File: config.mk
export PLATFORM = sky130hd
export DESIGN_NAME = sync_serial_port
export DESIGN_NICKNAME = d
export VERILOG_FILES = /design/src/sync_serial_pkg.sv /design/src/sync_serial_port.sv /design/src/sync_serial_clkgen.sv
export SDC_FILE = /design/constraint.sdc
export NUM_CORES = 1
export LEC_CHECK = 0
export ABC_AREA = 0
export BUFFER_PORTS_ARGS = -buffer_cell sky130_fd_sc_hd__clkbuf_2
export CORE_MARGIN = 3
export CORE_UTILIZATION = 25
export DETAILED_ROUTE_END_ITERATION = 8
export PLACE_DENSITY_LB_ADDON = 0.1
export REMOVE_ABC_BUFFERS = 1
export SYNTH_ARGS = -nofsm -noshare
export SYNTH_HDL_FRONTEND = slang
export SYNTH_SLANG_ARGS = --single-unit
File: constraint.sdc
create_clock -name core_clk -period 2.34 [get_ports core_clk]
set_input_delay 0.351 -clock core_clk [delete_from_list [all_inputs] [get_ports core_clk]]
set_output_delay 0.351 -clock core_clk [all_outputs]
set_load 0.02 [all_outputs]
File: src/sync_serial_pkg.sv
// Constants shared by the synchronous serial port and its clock generator.
// Assumes a 32-bit Avalon-MM register bus with byte addresses and one
// core clock; all other clocks arrive as plain input levels.

//----------------------------------------------------------------------
// Register map, field positions, reset values, encodings
//----------------------------------------------------------------------
package sync_serial_pkg;

	// Bus geometry
	localparam int ADDR_W = 18;
	localparam int DATA_W = 32;

	// Register indices (byte address is four times the index)
	localparam logic [15:0] IDX_DATA_BUFFER = 16'hF700;
	localparam logic [15:0] IDX_CONTROL = 16'hF702;
	localparam logic [15:0] IDX_MODE = 16'hF704;
	localparam logic [15:0] IDX_IRQ_STATUS = 16'hF706;
	localparam logic [15:0] IDX_IRQ_ENABLE = 16'hF707;
	localparam logic [15:0] IDX_IRQ_CLEAR = 16'hF708;

	// Byte addresses seen on the bus
	localparam logic [ADDR_W-1:0] BA_DATA_BUFFER = {IDX_DATA_BUFFER, 2'b00};
	localparam logic [ADDR_W-1:0] BA_CONTROL = {IDX_CONTROL, 2'b00};
	localparam logic [ADDR_W-1:0] BA_MODE = {IDX_MODE, 2'b00};
	localparam logic [ADDR_W-1:0] BA_IRQ_STATUS = {IDX_IRQ_STATUS, 2'b00};
	localparam logic [ADDR_W-1:0] BA_IRQ_ENABLE = {IDX_IRQ_ENABLE, 2'b00};
	localparam logic [ADDR_W-1:0] BA_IRQ_CLEAR = {IDX_IRQ_CLEAR, 2'b00};

	// Control register fields
	localparam int CTL_START_BIT = 0;

	// Mode register fields
	localparam int MODE_ORDER_BIT = 0;
	localparam int MODE_OP_LO = 1;
	localparam int MODE_LEN_BIT = 3;
	localparam int MODE_CLK_LO = 8;
	localparam int MODE_IDLE_BIT = 12;
	localparam int MODE_POL_BIT = 13;

	// Interrupt register fields
	localparam int IRQ_DONE_BIT = 0;

	// Reset values
	localparam logic [15:0] BUF_RST = 16'h0000;
	localparam logic [7:0] CTL_RST = 8'h00;
	localparam logic [15:0] MODE_RST = 16'h0000;

	// Operation select codes
	localparam logic [1:0] OP_IDLE = 2'h0;
	localparam logic [1:0] OP_RX = 2'h1;
	localparam logic [1:0] OP_TX = 2'h2;
	localparam logic [1:0] OP_TRX = 2'h3;

	// Shift clock select codes
	localparam logic [2:0] CLK_LS_FULL = 3'h0;
	localparam logic [2:0] CLK_LS_HALF = 3'h1;
	localparam logic [2:0] CLK_OSC_4 = 3'h2;
	localparam logic [2:0] CLK_OSC_8 = 3'h3;
	localparam logic [2:0] CLK_OSC_16 = 3'h4;
	localparam logic [2:0] CLK_OSC_32 = 3'h5;
	localparam logic [2:0] CLK_EXTERNAL = 3'h6;
	localparam logic [2:0] CLK_RESERVED = 3'h7;

	// Oscillator edges per half shift period for each divider
	localparam logic [4:0] OSC_HALF_4 = 5'h02;
	localparam logic [4:0] OSC_HALF_8 = 5'h04;
	localparam logic [4:0] OSC_HALF_16 = 5'h08;
	localparam logic [4:0] OSC_HALF_32 = 5'h10;

	// Last bit index for each word length
	localparam logic [3:0] LAST_IDX_8 = 4'h7;
	localparam logic [3:0] LAST_IDX_16 = 4'hF;

endpackage : sync_serial_pkg

File: src/sync_serial_port.sv
// Synchronous serial port: data buffer, control, mode and interrupt
// registers on Avalon-MM, with a shifter for 8/16-bit words.
// Assumes one core clock; pins and slow clocks are asynchronous inputs.
//
// Functional notes
// [RULE1] Buffer write loads transmit, read returns receive
// [RULE2] Start bit begins transfer, self-clears at end
// [RULE3] Software configures everything before setting start
// [RULE4] Mode bit 0 selects LSB or MSB first
// [RULE5] Mode bits 2:1 select idle/rx/tx/both
// [RULE6] Mode bit 3 selects 8 or 16 bits
// [RULE7] Mode bits 10:8 select shift clock source
// [RULE8] Internal clock means master, external means slave
// [RULE9] Mode bit 12 selects clock idle level
// [RULE10] Mode bit 13 inverts the clock output sense
// [RULE11] Software leaves mode alone during transfers
// [RULE12] External clock at most quarter core, 2 MHz
// [RULE13] No select output; a GPIO serves instead
// [RULE14] Sixteen-bit buffer, byte or word access, zero reset
// [RULE15] Interrupt raised as the start bit clears
// [RULE16] Data leaves on output pin, enters input pin
// [RULE17] Receive-only keeps output pin high
// [RULE18] Eight-bit words use only the low byte
// [RULE19] Reserved clock code never starts a transfer
`timescale 1ns/10ps
`default_nettype none

module sync_serial_port (
	input wire logic core_clk,
	input wire logic arst_n,
	input wire logic clk_en,
	input wire logic [sync_serial_pkg::ADDR_W-1:0] avs_address,
	input wire logic avs_read,
	input wire logic avs_write,
	input wire logic [3:0] avs_byteenable,
	input wire logic [sync_serial_pkg::DATA_W-1:0] avs_writedata,
	output logic [sync_serial_pkg::DATA_W-1:0] avs_readdata,
	output logic avs_waitrequest,
	input wire logic low_speed_clock,
	input wire logic oscillator_clock,
	input wire logic serial_in_pin,
	output logic serial_out_pin,
	input wire logic shift_clock_pin_i,
	output logic shift_clock_pin_o,
	output logic shift_clock_pin_oe,
	output logic transfer_done_irq
);
	import sync_serial_pkg::*;

	// Transfer states
	typedef enum logic {ST_IDLE, ST_SHIFT} xfer_state_e;

	//------------------------------------------------------------------
	// Declarations
	//------------------------------------------------------------------
	logic ack_r; // Second cycle of a bus request
	logic req; // Read or write pending
	logic acc; // Access completes this edge
	logic wr; // Completing write
	logic [DATA_W-1:0] rdata_nxt;
	logic [DATA_W-1:0] readdata_r;
	logic [15:0] tx_hold_r; // Transmit holding register
	logic [15:0] rx_hold_r; // Receive holding register
	logic [15:0] rx_sh_r; // Bits gathered during a transfer
	logic [15:0] rx_nxt; // Gathered bits including this sample
	logic [15:0] mode_r;
	logic irq_status_r;
	logic irq_enable_r;
	xfer_state_e st_r;
	logic run; // Transfer in progress (start bit)
	logic [3:0] bit_idx_r; // Bits completed so far
	logic [3:0] last_idx;
	logic [3:0] pos; // Buffer bit for the current slot
	logic sck_act_r; // Master clock away from idle
	logic sout_r;
	logic [1:0] sin_sync_r; // Data input synchroniser
	logic msb_first;
	logic [1:0] op_sel;
	logic word16;
	logic [2:0] clk_sel;
	logic idle_type;
	logic neg_pol;
	logic master;
	logic tx_en;
	logic rx_en;
	logic idle_pin; // Pin level while the clock rests
	logic start_req;
	logic int_tick;
	logic ext_rise;
	logic ext_fall;
	logic lead_ev; // Clock leaves idle: drive next bit
	logic trail_ev; // Clock returns to idle: sample bit
	logic done_w;

	//------------------------------------------------------------------
	// Mode field decode
	//------------------------------------------------------------------
	assign msb_first = mode_r[MODE_ORDER_BIT]; // RULE4
	assign op_sel = mode_r[MODE_OP_LO +: 2]; // RULE5
	assign word16 = mode_r[MODE_LEN_BIT]; // RULE6
	assign clk_sel = mode_r[MODE_CLK_LO +: 3]; // RULE7
	assign idle_type = mode_r[MODE_IDLE_BIT]; // RULE9
	assign neg_pol = mode_r[MODE_POL_BIT]; // RULE10
	assign tx_en = op_sel[1];
	assign rx_en = op_sel[0];
	// Reserved code is neither master nor a usable slave
	assign master = (clk_sel != CLK_EXTERNAL) &&
		(clk_sel != CLK_RESERVED); // RULE8
	// Type 0 rests high, type 1 low; negative logic inverts
	assign idle_pin = ~idle_type ^ neg_pol; // RULE9 RULE10
	assign last_idx = word16 ? LAST_IDX_16 : LAST_IDX_8; // RULE6
	assign pos = msb_first ? last_idx - bit_idx_r : bit_idx_r; // RULE4
	assign run = st_r == ST_SHIFT;

	//------------------------------------------------------------------
	// Avalon-MM slave
	//------------------------------------------------------------------
	// One wait cycle per access; frozen clock keeps the master waiting
	assign req = avs_read | avs_write;
	assign avs_waitrequest = req & (~ack_r | ~clk_en);
	assign acc = req & ack_r & clk_en;
	assign wr = acc & avs_write;
	assign avs_readdata = readdata_r;

	// Wait phase marker, dropped once the access completes
	always_ff @(posedge core_clk or negedge arst_n) begin
		if (!arst_n) begin
			ack_r <= 1'b0;
		end else if (clk_en) begin
			ack_r <= req & ~ack_r;
		end
	end

	// Read mux; unmapped and write-only addresses read zero
	always_comb begin
		rdata_nxt = '0;
		case (avs_address)
			BA_DATA_BUFFER: rdata_nxt[15:0] = rx_hold_r; // RULE1
			BA_CONTROL: rdata_nxt[CTL_START_BIT] = run;
			BA_MODE: rdata_nxt[15:0] = mode_r;
			BA_IRQ_STATUS: rdata_nxt[IRQ_DONE_BIT] = irq_status_r;
			BA_IRQ_ENABLE: rdata_nxt[IRQ_DONE_BIT] = irq_enable_r;
			default: rdata_nxt = '0;
		endcase
	end

	// Read data captured in the wait cycle, stands at the answer edge
	always_ff @(posedge core_clk or negedge arst_n) begin
		if (!arst_n) begin
			readdata_r <= '0;
		end else if (clk_en && avs_read && !ack_r) begin
			readdata_r <= rdata_nxt;
		end
	end

	//------------------------------------------------------------------
	// Software registers
	//------------------------------------------------------------------
	// Buffer writes go to the transmit side only, per byte lane
	always_ff @(posedge core_clk or negedge arst_n) begin
		if (!arst_n) begin
			tx_hold_r <= BUF_RST; // RULE14
		end else if (wr && avs_address == BA_DATA_BUFFER) begin
			if (avs_byteenable[0]) begin
				tx_hold_r[7:0] <= avs_writedata[7:0]; // RULE1 RULE14
			end
			if (avs_byteenable[1]) begin
				tx_hold_r[15:8] <= avs_writedata[15:8]; // RULE14
			end
		end
	end

	// Mode register, byte or word wide
	always_ff @(posedge core_clk or negedge arst_n) begin
		if (!arst_n) begin
			mode_r <= MODE_RST; // RULE14
		end else if (wr && avs_address == BA_MODE) begin
			if (avs_byteenable[0]) begin
				mode_r[7:0] <= avs_writedata[7:0];
			end
			if (avs_byteenable[1]) begin
				mode_r[15:8] <= avs_writedata[15:8];
			end
		end
	end

	// Start refused when idle mode or reserved clock, or already busy
	assign start_req = wr && avs_address == BA_CONTROL &&
		avs_byteenable[0] && avs_writedata[CTL_START_BIT] &&
		!run && op_sel != OP_IDLE && // RULE5
		clk_sel != CLK_RESERVED; // RULE19

	//------------------------------------------------------------------
	// Transfer control
	//------------------------------------------------------------------
	// Leading edge drives a bit, trailing edge samples one
	assign lead_ev = run && (master ? (int_tick & ~sck_act_r) :
		(idle_pin ? ext_fall : ext_rise)); // RULE8
	assign trail_ev = run && (master ? (int_tick & sck_act_r) :
		(idle_pin ? ext_rise : ext_fall)); // RULE8
	assign done_w = trail_ev && bit_idx_r == last_idx; // RULE6

	// Start bit is the state; it falls with the last sample
	always_ff @(posedge core_clk or negedge arst_n) begin
		if (!arst_n) begin
			st_r <= ST_IDLE;
		end else if (clk_en) begin
			case (st_r)
				ST_IDLE: begin
					if (start_req) begin
						st_r <= ST_SHIFT; // RULE2
					end
				end
				ST_SHIFT: begin
					if (done_w) begin
						st_r <= ST_IDLE; // RULE2
					end
				end
				default: st_r <= ST_IDLE;
			endcase
		end
	end

	// Bit counter, counting samples
	always_ff @(posedge core_clk or negedge arst_n) begin
		if (!arst_n) begin
			bit_idx_r <= 4'h0;
		end else if (clk_en) begin
			if (start_req) begin
				bit_idx_r <= 4'h0;
			end else if (trail_ev) begin
				bit_idx_r <= bit_idx_r + 4'h1;
			end
		end
	end

	// Master clock phase; back at idle after the last trailing edge
	always_ff @(posedge core_clk or negedge arst_n) begin
		if (!arst_n) begin
			sck_act_r <= 1'b0;
		end else if (clk_en) begin
			if (start_req) begin
				sck_act_r <= 1'b0;
			end else if (master && int_tick) begin
				sck_act_r <= ~sck_act_r; // RULE7
			end
		end
	end

	//------------------------------------------------------------------
	// Pins
	//------------------------------------------------------------------
	// Clock pin driven only as master in an active mode
	assign shift_clock_pin_o = idle_pin ^ sck_act_r; // RULE9 RULE10
	// Only the clock pin has an enable; chip select is a GPIO's job
	assign shift_clock_pin_oe = master && op_sel != OP_IDLE; // RULE8 RULE13
	assign serial_out_pin = sout_r;

	// Output rests high unless transmitting
	always_ff @(posedge core_clk or negedge arst_n) begin
		if (!arst_n) begin
			sout_r <= 1'b1;
		end else if (clk_en) begin
			if (!run || !tx_en) begin
				sout_r <= 1'b1; // RULE17
			end else if (lead_ev) begin
				sout_r <= tx_hold_r[pos]; // RULE16 RULE18
			end
		end
	end

	// Data input synchroniser; only the second stage is read by logic
	always_ff @(posedge core_clk or negedge arst_n) begin
		if (!arst_n) begin
			sin_sync_r <= 2'h0;
		end else if (clk_en) begin
			sin_sync_r <= {sin_sync_r[0], serial_in_pin};
		end
	end

	//------------------------------------------------------------------
	// Receive path
	//------------------------------------------------------------------
	// Gathered word including the bit sampled this cycle
	always_comb begin
		rx_nxt = rx_sh_r;
		rx_nxt[pos] = sin_sync_r[1]; // RULE16
	end

	// Sample shift store
	always_ff @(posedge core_clk or negedge arst_n) begin
		if (!arst_n) begin
			rx_sh_r <= 16'h0000;
		end else if (clk_en && trail_ev && rx_en) begin
			rx_sh_r <= rx_nxt;
		end
	end

	// Holding register updated in one step at the end, never half-built
	always_ff @(posedge core_clk or negedge arst_n) begin
		if (!arst_n) begin
			rx_hold_r <= BUF_RST; // RULE14
		end else if (clk_en && done_w && rx_en) begin
			rx_hold_r[7:0] <= rx_nxt[7:0]; // RULE1
			if (word16) begin
				rx_hold_r[15:8] <= rx_nxt[15:8]; // RULE18
			end
		end
	end

	//------------------------------------------------------------------
	// Interrupts
	//------------------------------------------------------------------
	// Sticky done flag; a new event wins over a clear
	always_ff @(posedge core_clk or negedge arst_n) begin
		if (!arst_n) begin
			irq_status_r <= 1'b0;
		end else if (clk_en) begin
			if (done_w) begin
				irq_status_r <= 1'b1; // RULE15
			end else if (wr && avs_address == BA_IRQ_CLEAR &&
				avs_byteenable[0] && avs_writedata[IRQ_DONE_BIT]) begin
				irq_status_r <= 1'b0;
			end
		end
	end

	// Enable register
	always_ff @(posedge core_clk or negedge arst_n) begin
		if (!arst_n) begin
			irq_enable_r <= 1'b0;
		end else if (wr && avs_address == BA_IRQ_ENABLE &&
			avs_byteenable[0]) begin
			irq_enable_r <= avs_writedata[IRQ_DONE_BIT];
		end
	end

	assign transfer_done_irq = irq_status_r & irq_enable_r; // RULE15

	//------------------------------------------------------------------
	// Shift clock events
	//------------------------------------------------------------------
	sync_serial_clkgen u_clkgen (
		.core_clk(core_clk),
		.arst_n(arst_n),
		.clk_en(clk_en),
		.low_speed_clock(low_speed_clock),
		.oscillator_clock(oscillator_clock),
		.shift_clock_pin_i(shift_clock_pin_i),
		.clk_sel(clk_sel),
		.run(run),
		.int_tick(int_tick),
		.ext_rise(ext_rise),
		.ext_fall(ext_fall)
	);
endmodule : sync_serial_port

`default_nettype wire

File: src/sync_serial_clkgen.sv
// Shift clock event generator for the synchronous serial port.
// Assumes the low-speed clock, oscillator clock and clock pin are slow
// levels from other domains, sampled here on the core clock.
`timescale 1ns/10ps
`default_nettype none

module sync_serial_clkgen (
	input wire logic core_clk,
	input wire logic arst_n,
	input wire logic clk_en,
	input wire logic low_speed_clock,
	input wire logic oscillator_clock,
	input wire logic shift_clock_pin_i,
	input wire logic [2:0] clk_sel,
	input wire logic run,
	output logic int_tick,
	output logic ext_rise,
	output logic ext_fall
);
	import sync_serial_pkg::*;

	//------------------------------------------------------------------
	// Input synchronisers
	//------------------------------------------------------------------
	// Bit 0 first stage, bit 1 second stage, bit 2 edge history
	logic [2:0] ls_sync_r;
	logic [2:0] osc_sync_r;
	logic [2:0] sck_sync_r;
	// Oscillator edge counter within one half period
	logic [4:0] osc_cnt_r;
	// Edges per half period for the selected divider
	logic [4:0] osc_half;
	logic ls_rise;
	logic ls_fall;
	logic osc_rise;
	logic osc_wrap;

	// Two stages before any logic; third only holds the last level
	always_ff @(posedge core_clk or negedge arst_n) begin
		if (!arst_n) begin
			ls_sync_r <= 3'h0;
			osc_sync_r <= 3'h0;
			sck_sync_r <= 3'h0;
		end else if (clk_en) begin
			ls_sync_r <= {ls_sync_r[1:0], low_speed_clock};
			osc_sync_r <= {osc_sync_r[1:0], oscillator_clock};
			sck_sync_r <= {sck_sync_r[1:0], shift_clock_pin_i};
		end
	end

	// Edges from second and third stages only
	assign ls_rise = ls_sync_r[1] & ~ls_sync_r[2];
	assign ls_fall = ~ls_sync_r[1] & ls_sync_r[2];
	assign osc_rise = osc_sync_r[1] & ~osc_sync_r[2];

	//------------------------------------------------------------------
	// Oscillator divider
	//------------------------------------------------------------------
	// Half period length per select code
	always_comb begin
		case (clk_sel)
			CLK_OSC_4: osc_half = OSC_HALF_4;
			CLK_OSC_8: osc_half = OSC_HALF_8;
			CLK_OSC_16: osc_half = OSC_HALF_16;
			CLK_OSC_32: osc_half = OSC_HALF_32;
			default: osc_half = OSC_HALF_4;
		endcase
	end

	assign osc_wrap = osc_cnt_r == osc_half - 5'h01;

	// Restarts with every transfer so the first half period is full
	always_ff @(posedge core_clk or negedge arst_n) begin
		if (!arst_n) begin
			osc_cnt_r <= 5'h00;
		end else if (clk_en) begin
			if (!run) begin
				osc_cnt_r <= 5'h00;
			end else if (osc_rise) begin
				osc_cnt_r <= osc_wrap ? 5'h00 : osc_cnt_r + 5'h01;
			end
		end
	end

	//------------------------------------------------------------------
	// Half-period ticks and pin edges
	//------------------------------------------------------------------
	// Reserved and external codes make no internal tick
	always_comb begin
		case (clk_sel)
			CLK_LS_FULL: int_tick = ls_rise | ls_fall;
			CLK_LS_HALF: int_tick = ls_rise;
			CLK_OSC_4, CLK_OSC_8, CLK_OSC_16, CLK_OSC_32:
				int_tick = osc_rise & osc_wrap;
			default: int_tick = 1'b0;
		endcase
		int_tick = int_tick & run & clk_en;
	end

	// External clock edges for slave operation
	assign ext_rise = clk_en & sck_sync_r[1] & ~sck_sync_r[2];
	assign ext_fall = clk_en & ~sck_sync_r[1] & sck_sync_r[2];

endmodule : sync_serial_clkgen

`default_nettype wire

[Word level (Yosys, flattened, before mapping)]
Cells that the tools add are included.
Cells by class
  multipliers: 0
  shift-type cells: 0
  add/subtract/negate cells: 4
  bitwise operators: 33
  eq/ne operators: 16
  div/mod/pow operators: 0
  order comparisons: 2
  reduce and logical (&&, ||, !) cells: 47
  multiplexer cells: 29
Operator list (count)
  equality test 18 bit (second input constant): 6
  one-hot mux 15 bit (2 select lines): 1
  logical AND 1 bit: 26
  AND reduction 2 bit: 10
  bitwise AND 1 bit: 18
  bitwise mux 16 bit: 1
  two-way mux 4 bit: 4
  two-way mux 5 bit: 3
  one-hot mux 5 bit (3 select lines): 1
  two-way mux 1 bit: 14
  NOT 1 bit: 10
  nonzero test 2 bit: 5
  equality test 3 x 2 -> 1 bit (second input constant): 2
  equality test 3 bit (second input constant): 2
  inequality test 3 bit (second input constant): 2
  adder 5 x 1 -> 5 bit (second input constant): 1
  equality test 5 bit: 1
  < comparator 4 x 5 -> 1 bit (second input constant): 1
  one-hot mux 1 bit (5 select lines): 1
  subtractor 5 x 1 -> 5 bit (second input constant): 1
  adder 4 x 1 -> 4 bit (second input constant): 1
  binary-select mux 1 bit (select 4 bit): 1
  demux 1 bit (select 4 bit): 1
  equality test 4 bit: 1
  other kinds (12): 17
Word-level totals
  memory bits (writable): 0
  bits in latches: 0
  bits in registers: 106
  word-level logic and storage cells: 151
  output and inout bits: 37
  input port bits: 63
  memories: 0
  ROM bits: 0

[Depth between registers and ports, before layout]
Gate-level depths: netlist of the first run.
  depth after elaboration: 15
  gate-level depth with buffers: 9
  depth with buffers taken out: 8

[By module]
From an unflattened synthesis of the first run, not the netlist that was laid out.
Unflattened totals
  cells, all modules: 524
  area, all modules: 5816.8 um2
Modules (own cells, without submodules)
  sync_serial_port: area an instance 5014.8 um2, instances 1, cells an instance 450, seq. area each 2303.5 um2
  sync_serial_clkgen: area an instance 802.0 um2, instances 1, cells an instance 74, seq. area each 350.3 um2

[Worst setup path before layout of the first run]
Ideal clock, no wire load.
  path kind: reg2reg
  start point: register u_clkgen.ls_sync_r[1]
  end point: register rx_sh_r[10]
  arrival time: 2235 ps
  cell stages (with the launch flop): 9
  buffers on the path: 1
  path slack: -19 ps
  cell sequence: dfrtp_1 -> ha_1 -> or2_1 -> a211oi_1 -> o2bb2ai_2 -> nand3_2 -> buf_2 -> a211oi_1 -> mux2_2
Between the ends
  longest elaborated chain between the ends: 11
Ends and longest elaborated chain
  start: declaration: RTL line sync_serial_clkgen.sv:26  | logic [2:0] ls_sync_r;
  start signal: assignment: RTL line sync_serial_clkgen.sv:45  | ls_sync_r <= {ls_sync_r[1:0], low_speed_clock};
  NOT 1 bit: RTL line sync_serial_clkgen.sv:53  | assign ls_fall = ~ls_sync_r[1] & ls_sync_r[2];
  bitwise AND 1 bit: RTL line sync_serial_clkgen.sv:53
  bitwise OR 1 bit: RTL line sync_serial_clkgen.sv:91  | CLK_LS_FULL: int_tick = ls_rise | ls_fall;
  one-hot mux 1 bit (3 select lines) *: RTL line sync_serial_clkgen.sv:90  | case (clk_sel)
  bitwise AND 1 bit * (2 in a row): RTL line sync_serial_clkgen.sv:97  | int_tick = int_tick & run & clk_en;
  bitwise AND 1 bit *: RTL line sync_serial_port.sv:199  | assign trail_ev = run && (master ? (int_tick & sck_act_r) :
  two-way mux 1 bit *: RTL line sync_serial_port.sv:199
  logical AND 1 bit *: RTL line sync_serial_port.sv:199
  logical AND 1 bit * (2 in a row): RTL line sync_serial_port.sv:294  | end else if (clk_en && trail_ev && rx_en) begin
  end signal: assignment: RTL line sync_serial_port.sv:295  | rx_sh_r <= rx_nxt;
  end: declaration: RTL line sync_serial_port.sv:64  | logic [15:0] rx_sh_r;
Every way passes the cells marked *; elsewhere a longest branch is shown, timed or not.
A chain may end at the register's enable or synchronous reset.

[Worst setup path in the final report of the first run]
  start point: register u_clkgen.ls_sync_r[1]
  end point: register rx_sh_r[5]
The elaborated chain is that of the path after synthesis.

==> flow_metrics.tcl, run 1 <==
set metrics [dict create \
    row_count 54 \
    synth_compound_area_frac 0.1225 \
    clock_pin_slew_on_the_worst_setup_and_hold_paths_ns 0.08 \
    final_layout_size_suffix_gt1_frac 0.4132 \
    tritoncts.num_buffers 9 \
    cts.sinks 106 \
    whs_endpoint "u_clkgen.osc_sync_r[0]" \
    setup_viol 5 \
    grt_max_degree 46 \
    n_antenna_cell 0 \
    setup.worst_path.class "register to register" \
    fin_ws_ns -0.02023 \
    grt_total_ovfl 0 \
    first_global_vias 4427 \
    buffers_on_ports 65 \
    hpwl_um 11740 \
    drt-total-wl_um 15630 \
    worstSetupStartpoint "u_clkgen.ls_sync_r[1]" \
    global_route_wire_length_before_repair_um 25050 \
    reg2regPathDepth 8 \
    synth-main-ff-cell "dfrtp_1" \
    initial_core_util 0.2569 \
    final_common_cell "dfrtp_1" \
    place_congestion 0.8115 \
    drt-vias-per-instance 4.737 \
    track_usage 0.1311 \
    rsz0062_at_grt "yes" \
    worstSetupStartpointType "register" \
    vias 4273 \
    power_density_nw_per_um2 781.3 \
    largest_area_contributor_in_the_synthesized_netlist "dfrtp_1" \
    nets 683 \
    ys_ff_latch 106 \
    r2r_setup_slack_ns -0.02 \
    synth-adder-area-share 0.006612 \
    ctsLongestPathBuffers 2 \
    yosysSeqAreaShare 0.4675 \
    top_level_ports 100 \
    synth_top_family_by_area "multiplexers" \
    grt_antenna_before_repair 0 \
    timing.hold.worst.class "primary input to register" \
    async_flop_share 1.000 \
    synthXorXnorAreaFrac 0.01234 \
    die-width_um 156.7 \
    regToRegEndpoint "rx_sh_r[5]" \
    yosys.area_share.simple 0.1243 \
    power_leakage_nw 3.190 \
    flow.area_growth_from_synthesis_pct 23.67 \
    detailedPlace.worstSlack_ns -0.2267 \
    syn_avg_cell_area_um2 11.00 \
    slew_headroom 0.3490 \
    cts_root_buf "clkbuf_16" \
    cp-end-kind "register" \
    worst-slew-pin-transition_ns 0.9765 \
    critical_path_required_time_ns 2.58 \
    fin_skew_ns 0.01414 \
    avgRoutedWirePerCell_um 17.32 \
    design.die.area_um2 24550 \
    violations_in_the_final_reports "negative setup slack" \
    final.period_utilization 1.009 \
    worst_r2r_startpoint "u_clkgen.ls_sync_r[1]" \
    tritoncts_clock_tree "built" \
    insertion_delay_ns 0.36 \
    crit_path_max_fanout 7 \
    drtIter0Drc 182 \
    synth-edff-count 0 \
    hold_path_depth 2 \
    post_synth_design_cell_area_um2 5677 \
    muxShareOfSynthArea 0.2197 \
    cts_max_level 3 \
    most_frequent_cells_in_the_layout "dfrtp_1 (105), mux2_2 (89), clkbuf_2 (64)" \
    status "finished with violations" \
    synth_largest_type_area_fraction 0.4629 \
    arr_time_crit_path_ns 2.60 \
    final_max_slew_viol_count 0 \
    synth.yosys.warnings 0 \
    peakVddDrop_uv 392.2 \
    final_period_minus_worst_setup_slack_ns 2.360 \
    synthTopCellsByArea "dfrtp_1 (46%), mux2_2 (19%), nor2_1 (3.2%)" \
    cap_viol_max_count 0 \
    synth.lib_cells_used.distinct 58 \
    clock.fmax_mhz 423.7 \
    dr.pass1.iters 4 \
    drt.antenna.violating_nets 0 \
    worst_hold_startpoint "oscillator_clock" \
    coreArea_um2 22090 \
    final-hold-violation-count 0 \
    timing.setup.tns_ns -0.02957 \
    chipHeight_um 156.7 \
    route.detailed.drc 0 \
    synthesized_instance_count 516 \
]
worst max path at each step:
stage                    endpoint  slack (ns)
finish                 rx_sh_r[5]       -0.02
floorplan           rx_hold_r[10]       -0.15
CTS                 rx_hold_r[11]       -0.02
detailed placement     rx_sh_r[5]       -0.23
global placement       rx_sh_r[0]       -0.17
global route           rx_sh_r[5]       -0.09
logic make-up after synthesis:
kind of cell               after synthesis
xor gates and xnor gates                 8
DFF                                    106
other                                    1
adders and majority gates                3
AOI/OAI and AO/OA                      103
buffers and inverters                   51
and+or+nand+nor                        134
muxes                                  110
through the flow:
step | instance area [µm²] | power [W] | instances | util | hold slack (ns)
floorplan | 5500 | 0.003187 | 488 | - | 0.05541
CTS | 6968 | 0.005561 | 902 | 0.3154 | 0.2134
global route | 7020 | 0.005841 | 902 | 0.3178 | 0.2329
detailed placement | 6589 | 0.003945 | 884 | 0.2982 | 0.3791
global placement | 6589 | 0.003917 | 884 | 0.2982 | 0.3755
finish | 7020 | 0.005485 | 902 | 0.3178 | 0.2264
power breakdown:
part	switching [W]	total [W]	internal, W
Clock	0.000765	0.00154	0.000778
Combinational	0.000989	0.00173	0.000736
Sequential	0.000216	0.00222	0.00200
cell usage after synthesis (2+ instances only):
master	number
o21ai_0	11
a21oi_1	32
nor2_1	48
mux4_2	2
buf_2	5
a31oi_1	4
mux2_2	97
a22oi_1	17
and2_1	3
nor2b_1	6
nand4_1	4
or2_1	2
o211ai_1	2
buf_4	17
o22a_1	2
a211oi_1	17
or3_1	2
nand2b_1	11
o22ai_1	2
xor2_1	3
nand3_1	8
inv_1	8
nor3_1	3
and4_1	3
dfrtp_1	105
nand2_1	26
xnor2_1	5
a22o_1	2
mux2i_1	11
and3_1	4
clkbuf_1	20
nand3b_1	5
ha_1	3
o31ai_1	2
critical path, cell delays in order (launching register included):
cell and delay, ns:
dfrtp_1 0.39, ha_1 0.29, or2_1 0.22, a211oi_2 0.24, o2bb2ai_2 0.17, nand3_4 0.15, buf_4 0.21, a211oi_2 0.22
mux2_2 0.36
flip-flops by register name, summed over array words and instances (netlist names):
name and flops:
avs_readdata 16, mode_r 16, rx_hold_r 16, rx_sh_r 16, tx_hold_r 16, u_clkgen.osc_cnt_r 5
bit_idx_r 4, u_clkgen.ls_sync_r 3, u_clkgen.osc_sync_r 3, u_clkgen.sck_sync_r 3, sin_sync_r 2, ack_r 1
irq_enable_r 1, irq_status_r 1, run 1, sck_act_r 1, serial_out_pin 1
layer usage:
layer  share of wire  vias to the layer above  wire length, µm  global-route usage
met5               0                        -                0                   0
met2            0.48                       72             7575              0.2135
met4           0.011                        0              172             0.03793
li1                -                     2049                -                   -
met3           0.024                       10              381             0.01742
met1            0.48                     2142             7496              0.1827
what timing repair did:
item                                    in CTS  in global routing
hold buffers                                 1                  0
endpoints found under the hold margin        8                  0
buffers inserted                             1                  0
pin swaps                                    3                  3
endpoints found under the setup margin      30                 30
resized for setup                           13                 13
area by class of cell:
| cell class | count | area, µm² |
|---|---|---|
| fillers | 2265 | 15070 |
| flip-flops and latches | 106 | 2654 |
| well taps | 280 | 350.3 |
| repair buffers | 118 | 760.7 |
| clock inverters | 6 | 55.05 |
| inverters | 8 | 30.03 |
| clock buffers | 10 | 239.0 |
| multi-input cells | 374 | 2932 |
No activity file was read; power rests on OpenSTA's default activity.
==> run 2, diff against run 1 <==
- RECOVER_POWER: unset -> 50
==> flow_metrics.tcl, run 2 (synthesis gave the netlist of run 1 again) <==
set metrics [dict create \
    status "finished with violations" \
    violations_in_the_final_reports "negative setup slack" \
    drtIter0Drc 175 \
    cap_viol_max_count 0 \
    buffers_on_ports 65 \
    cts_root_buf "clkbuf_16" \
    crit_path_max_fanout 7 \
    worst-slew-pin-transition_ns 1.078 \
    most_frequent_cells_in_the_layout "dfrtp_1 (105), mux2_2 (89), clkbuf_2 (48)" \
    final.period_utilization 1.008 \
    crit_chain "ha_1 > or2_1 > a211oi_2 > o2bb2ai_2 > nand3_4 > buf_4 > a211oi_2 > mux2_2" \
    fin_ws_ns -0.01836 \
    cts.sinks 106 \
    hpwl_um 11740 \
    grt_antenna_before_repair 0 \
    avgRoutedWirePerCell_um 17.32 \
    final_common_cell "dfrtp_1" \
    final_max_slew_viol_count 0 \
    nets 683 \
    final_core_util 0.3158 \
    peakVddDrop_uv 392.4 \
    dr.pass1.iters 4 \
    slew_headroom 0.2812 \
    ctsLongestPathBuffers 2 \
    power_leakage_nw 3.126 \
    clock.fmax_mhz 424.0 \
    drt-total-wl_um 15630 \
    cp_slowest_cell "dfrtp_1" \
    crit_path_max_delay_family "compound AO/OA/AOI/OAI gates" \
    rsz0062_at_grt "yes" \
    cp-end-kind "register" \
    flow.area_growth_from_synthesis_pct 22.90 \
    place_congestion 0.8115 \
    track_usage 0.1311 \
    timing.setup.tns_ns -0.02686 \
    cpPeakStageDelay_ns 0.39 \
    worstSetupStartpointType "register" \
    fin_skew_ns 0.01346 \
    setup.worst_path.class "register to register" \
    top_level_ports 100 \
    grt_total_ovfl 0 \
    tritoncts.num_buffers 9 \
    insertion_delay_ns 0.36 \
    row_count 54 \
    timing.hold.worst.class "primary input to register" \
    die-width_um 156.7 \
    final_layout_size_suffix_gt1_frac 0.3826 \
    grt_max_degree 46 \
    coreArea_um2 22090 \
    route.detailed.drc 0 \
    tritoncts_clock_tree "built" \
    worstPathBufferInverterCount 1 \
    design.die.area_um2 24550 \
    power_density_nw_per_um2 784.0 \
    cts_max_level 3 \
    crit_path_frequent_cell "a211oi_2" \
    n_antenna_cell 0 \
    critical_path_required_time_ns 2.58 \
    drt-vias-per-instance 4.729 \
    chipHeight_um 156.7 \
    clock_pin_slew_on_the_worst_setup_and_hold_paths_ns 0.08 \
    layout.filler_cells 2272 \
    worst_hold_slack_ns 0.2258 \
    final_period_minus_worst_setup_slack_ns 2.358 \
    arr_time_crit_path_ns 2.60 \
    global_route_wire_length_before_repair_um 25050 \
    drt.antenna.violating_nets 0 \
    final-hold-violation-count 0 \
    setup_viol 4 \
    first_global_vias 4427 \
    initial_core_util 0.2569 \
    vias 4266 \
]
run 2: cell types whose count changed in the layout (fill, tap and decap cells not counted), sizes merged:
cell and delta:
buf -4, clkbuf +4
run 2: timing repair:
action	CTS	global route
buffers inserted	1	0
hold buffers	1	0
resized for setup	13	13
pin swaps	3	3
hold endpoints to repair	8	0
setup endpoints to repair	30	30
run 2: final timing paths:
check	startpoint	to	slack [ns]	cells past startpoint
max	u_clkgen.ls_sync_r[1]	rx_sh_r[5]	-0.02	8
min	oscillator_clock	u_clkgen.osc_sync_r[0]	0.23	2
min in group asynchronous	arst_n	avs_readdata[15]	0.71	2
min reg2reg	u_clkgen.ls_sync_r[0]	u_clkgen.ls_sync_r[1]	0.51	1
max in group asynchronous	arst_n	tx_hold_r[3]	0.30	3
max reg2reg	u_clkgen.ls_sync_r[1]	rx_sh_r[5]	-0.02	8
run 2: through the flow:
| stage | total power (W) | cell area (µm²) | setup slack (ns) | std cells |
|---|---|---|---|---|
| global route | 0.005823 | 6977 | -0.09208 | 902 |
| CTS | 0.005561 | 6968 | -0.02436 | 902 |
| detailed placement | 0.003945 | 6589 | -0.2267 | 884 |
| floorplan | 0.003187 | 5500 | -0.1486 | 488 |
| finish | 0.005469 | 6977 | -0.01836 | 902 |
| global placement | 0.003917 | 6589 | -0.1734 | 884 |
run 2: layout make-up:
| cell class | count | area (µm²) | area share |
|---|---|---|---|
| Clock buffer | 10 | 239.0 | 0.03425 |
| Clock inverter | 6 | 55.05 | 0.007891 |
| Inverter | 8 | 30.03 | 0.004304 |
| Multi-Input combinational cell | 374 | 2932 | 0.4202 |
| Sequential cell | 106 | 2654 | 0.3804 |
| Tap cell | 280 | 350.3 | 0.05022 |
| Timing Repair Buffer | 118 | 716.9 | 0.1028 |
run 2: where the power goes:
part           total, W  switching (W)  internal (W)
clock           0.00155       0.000768      0.000778
sequential      0.00222       0.000215       0.00200
combinational   0.00171       0.000989      0.000717
run 2: per-layer routing:
layer | share of wire | vias to the layer above | track usage
li1 | - | 2048 | -
met2 | 0.48 | 64 | 0.2135
met5 | 0 | - | 0
met3 | 0.023 | 13 | 0.01742
met1 | 0.48 | 2141 | 0.1827
met4 | 0.012 | 0 | 0.03793
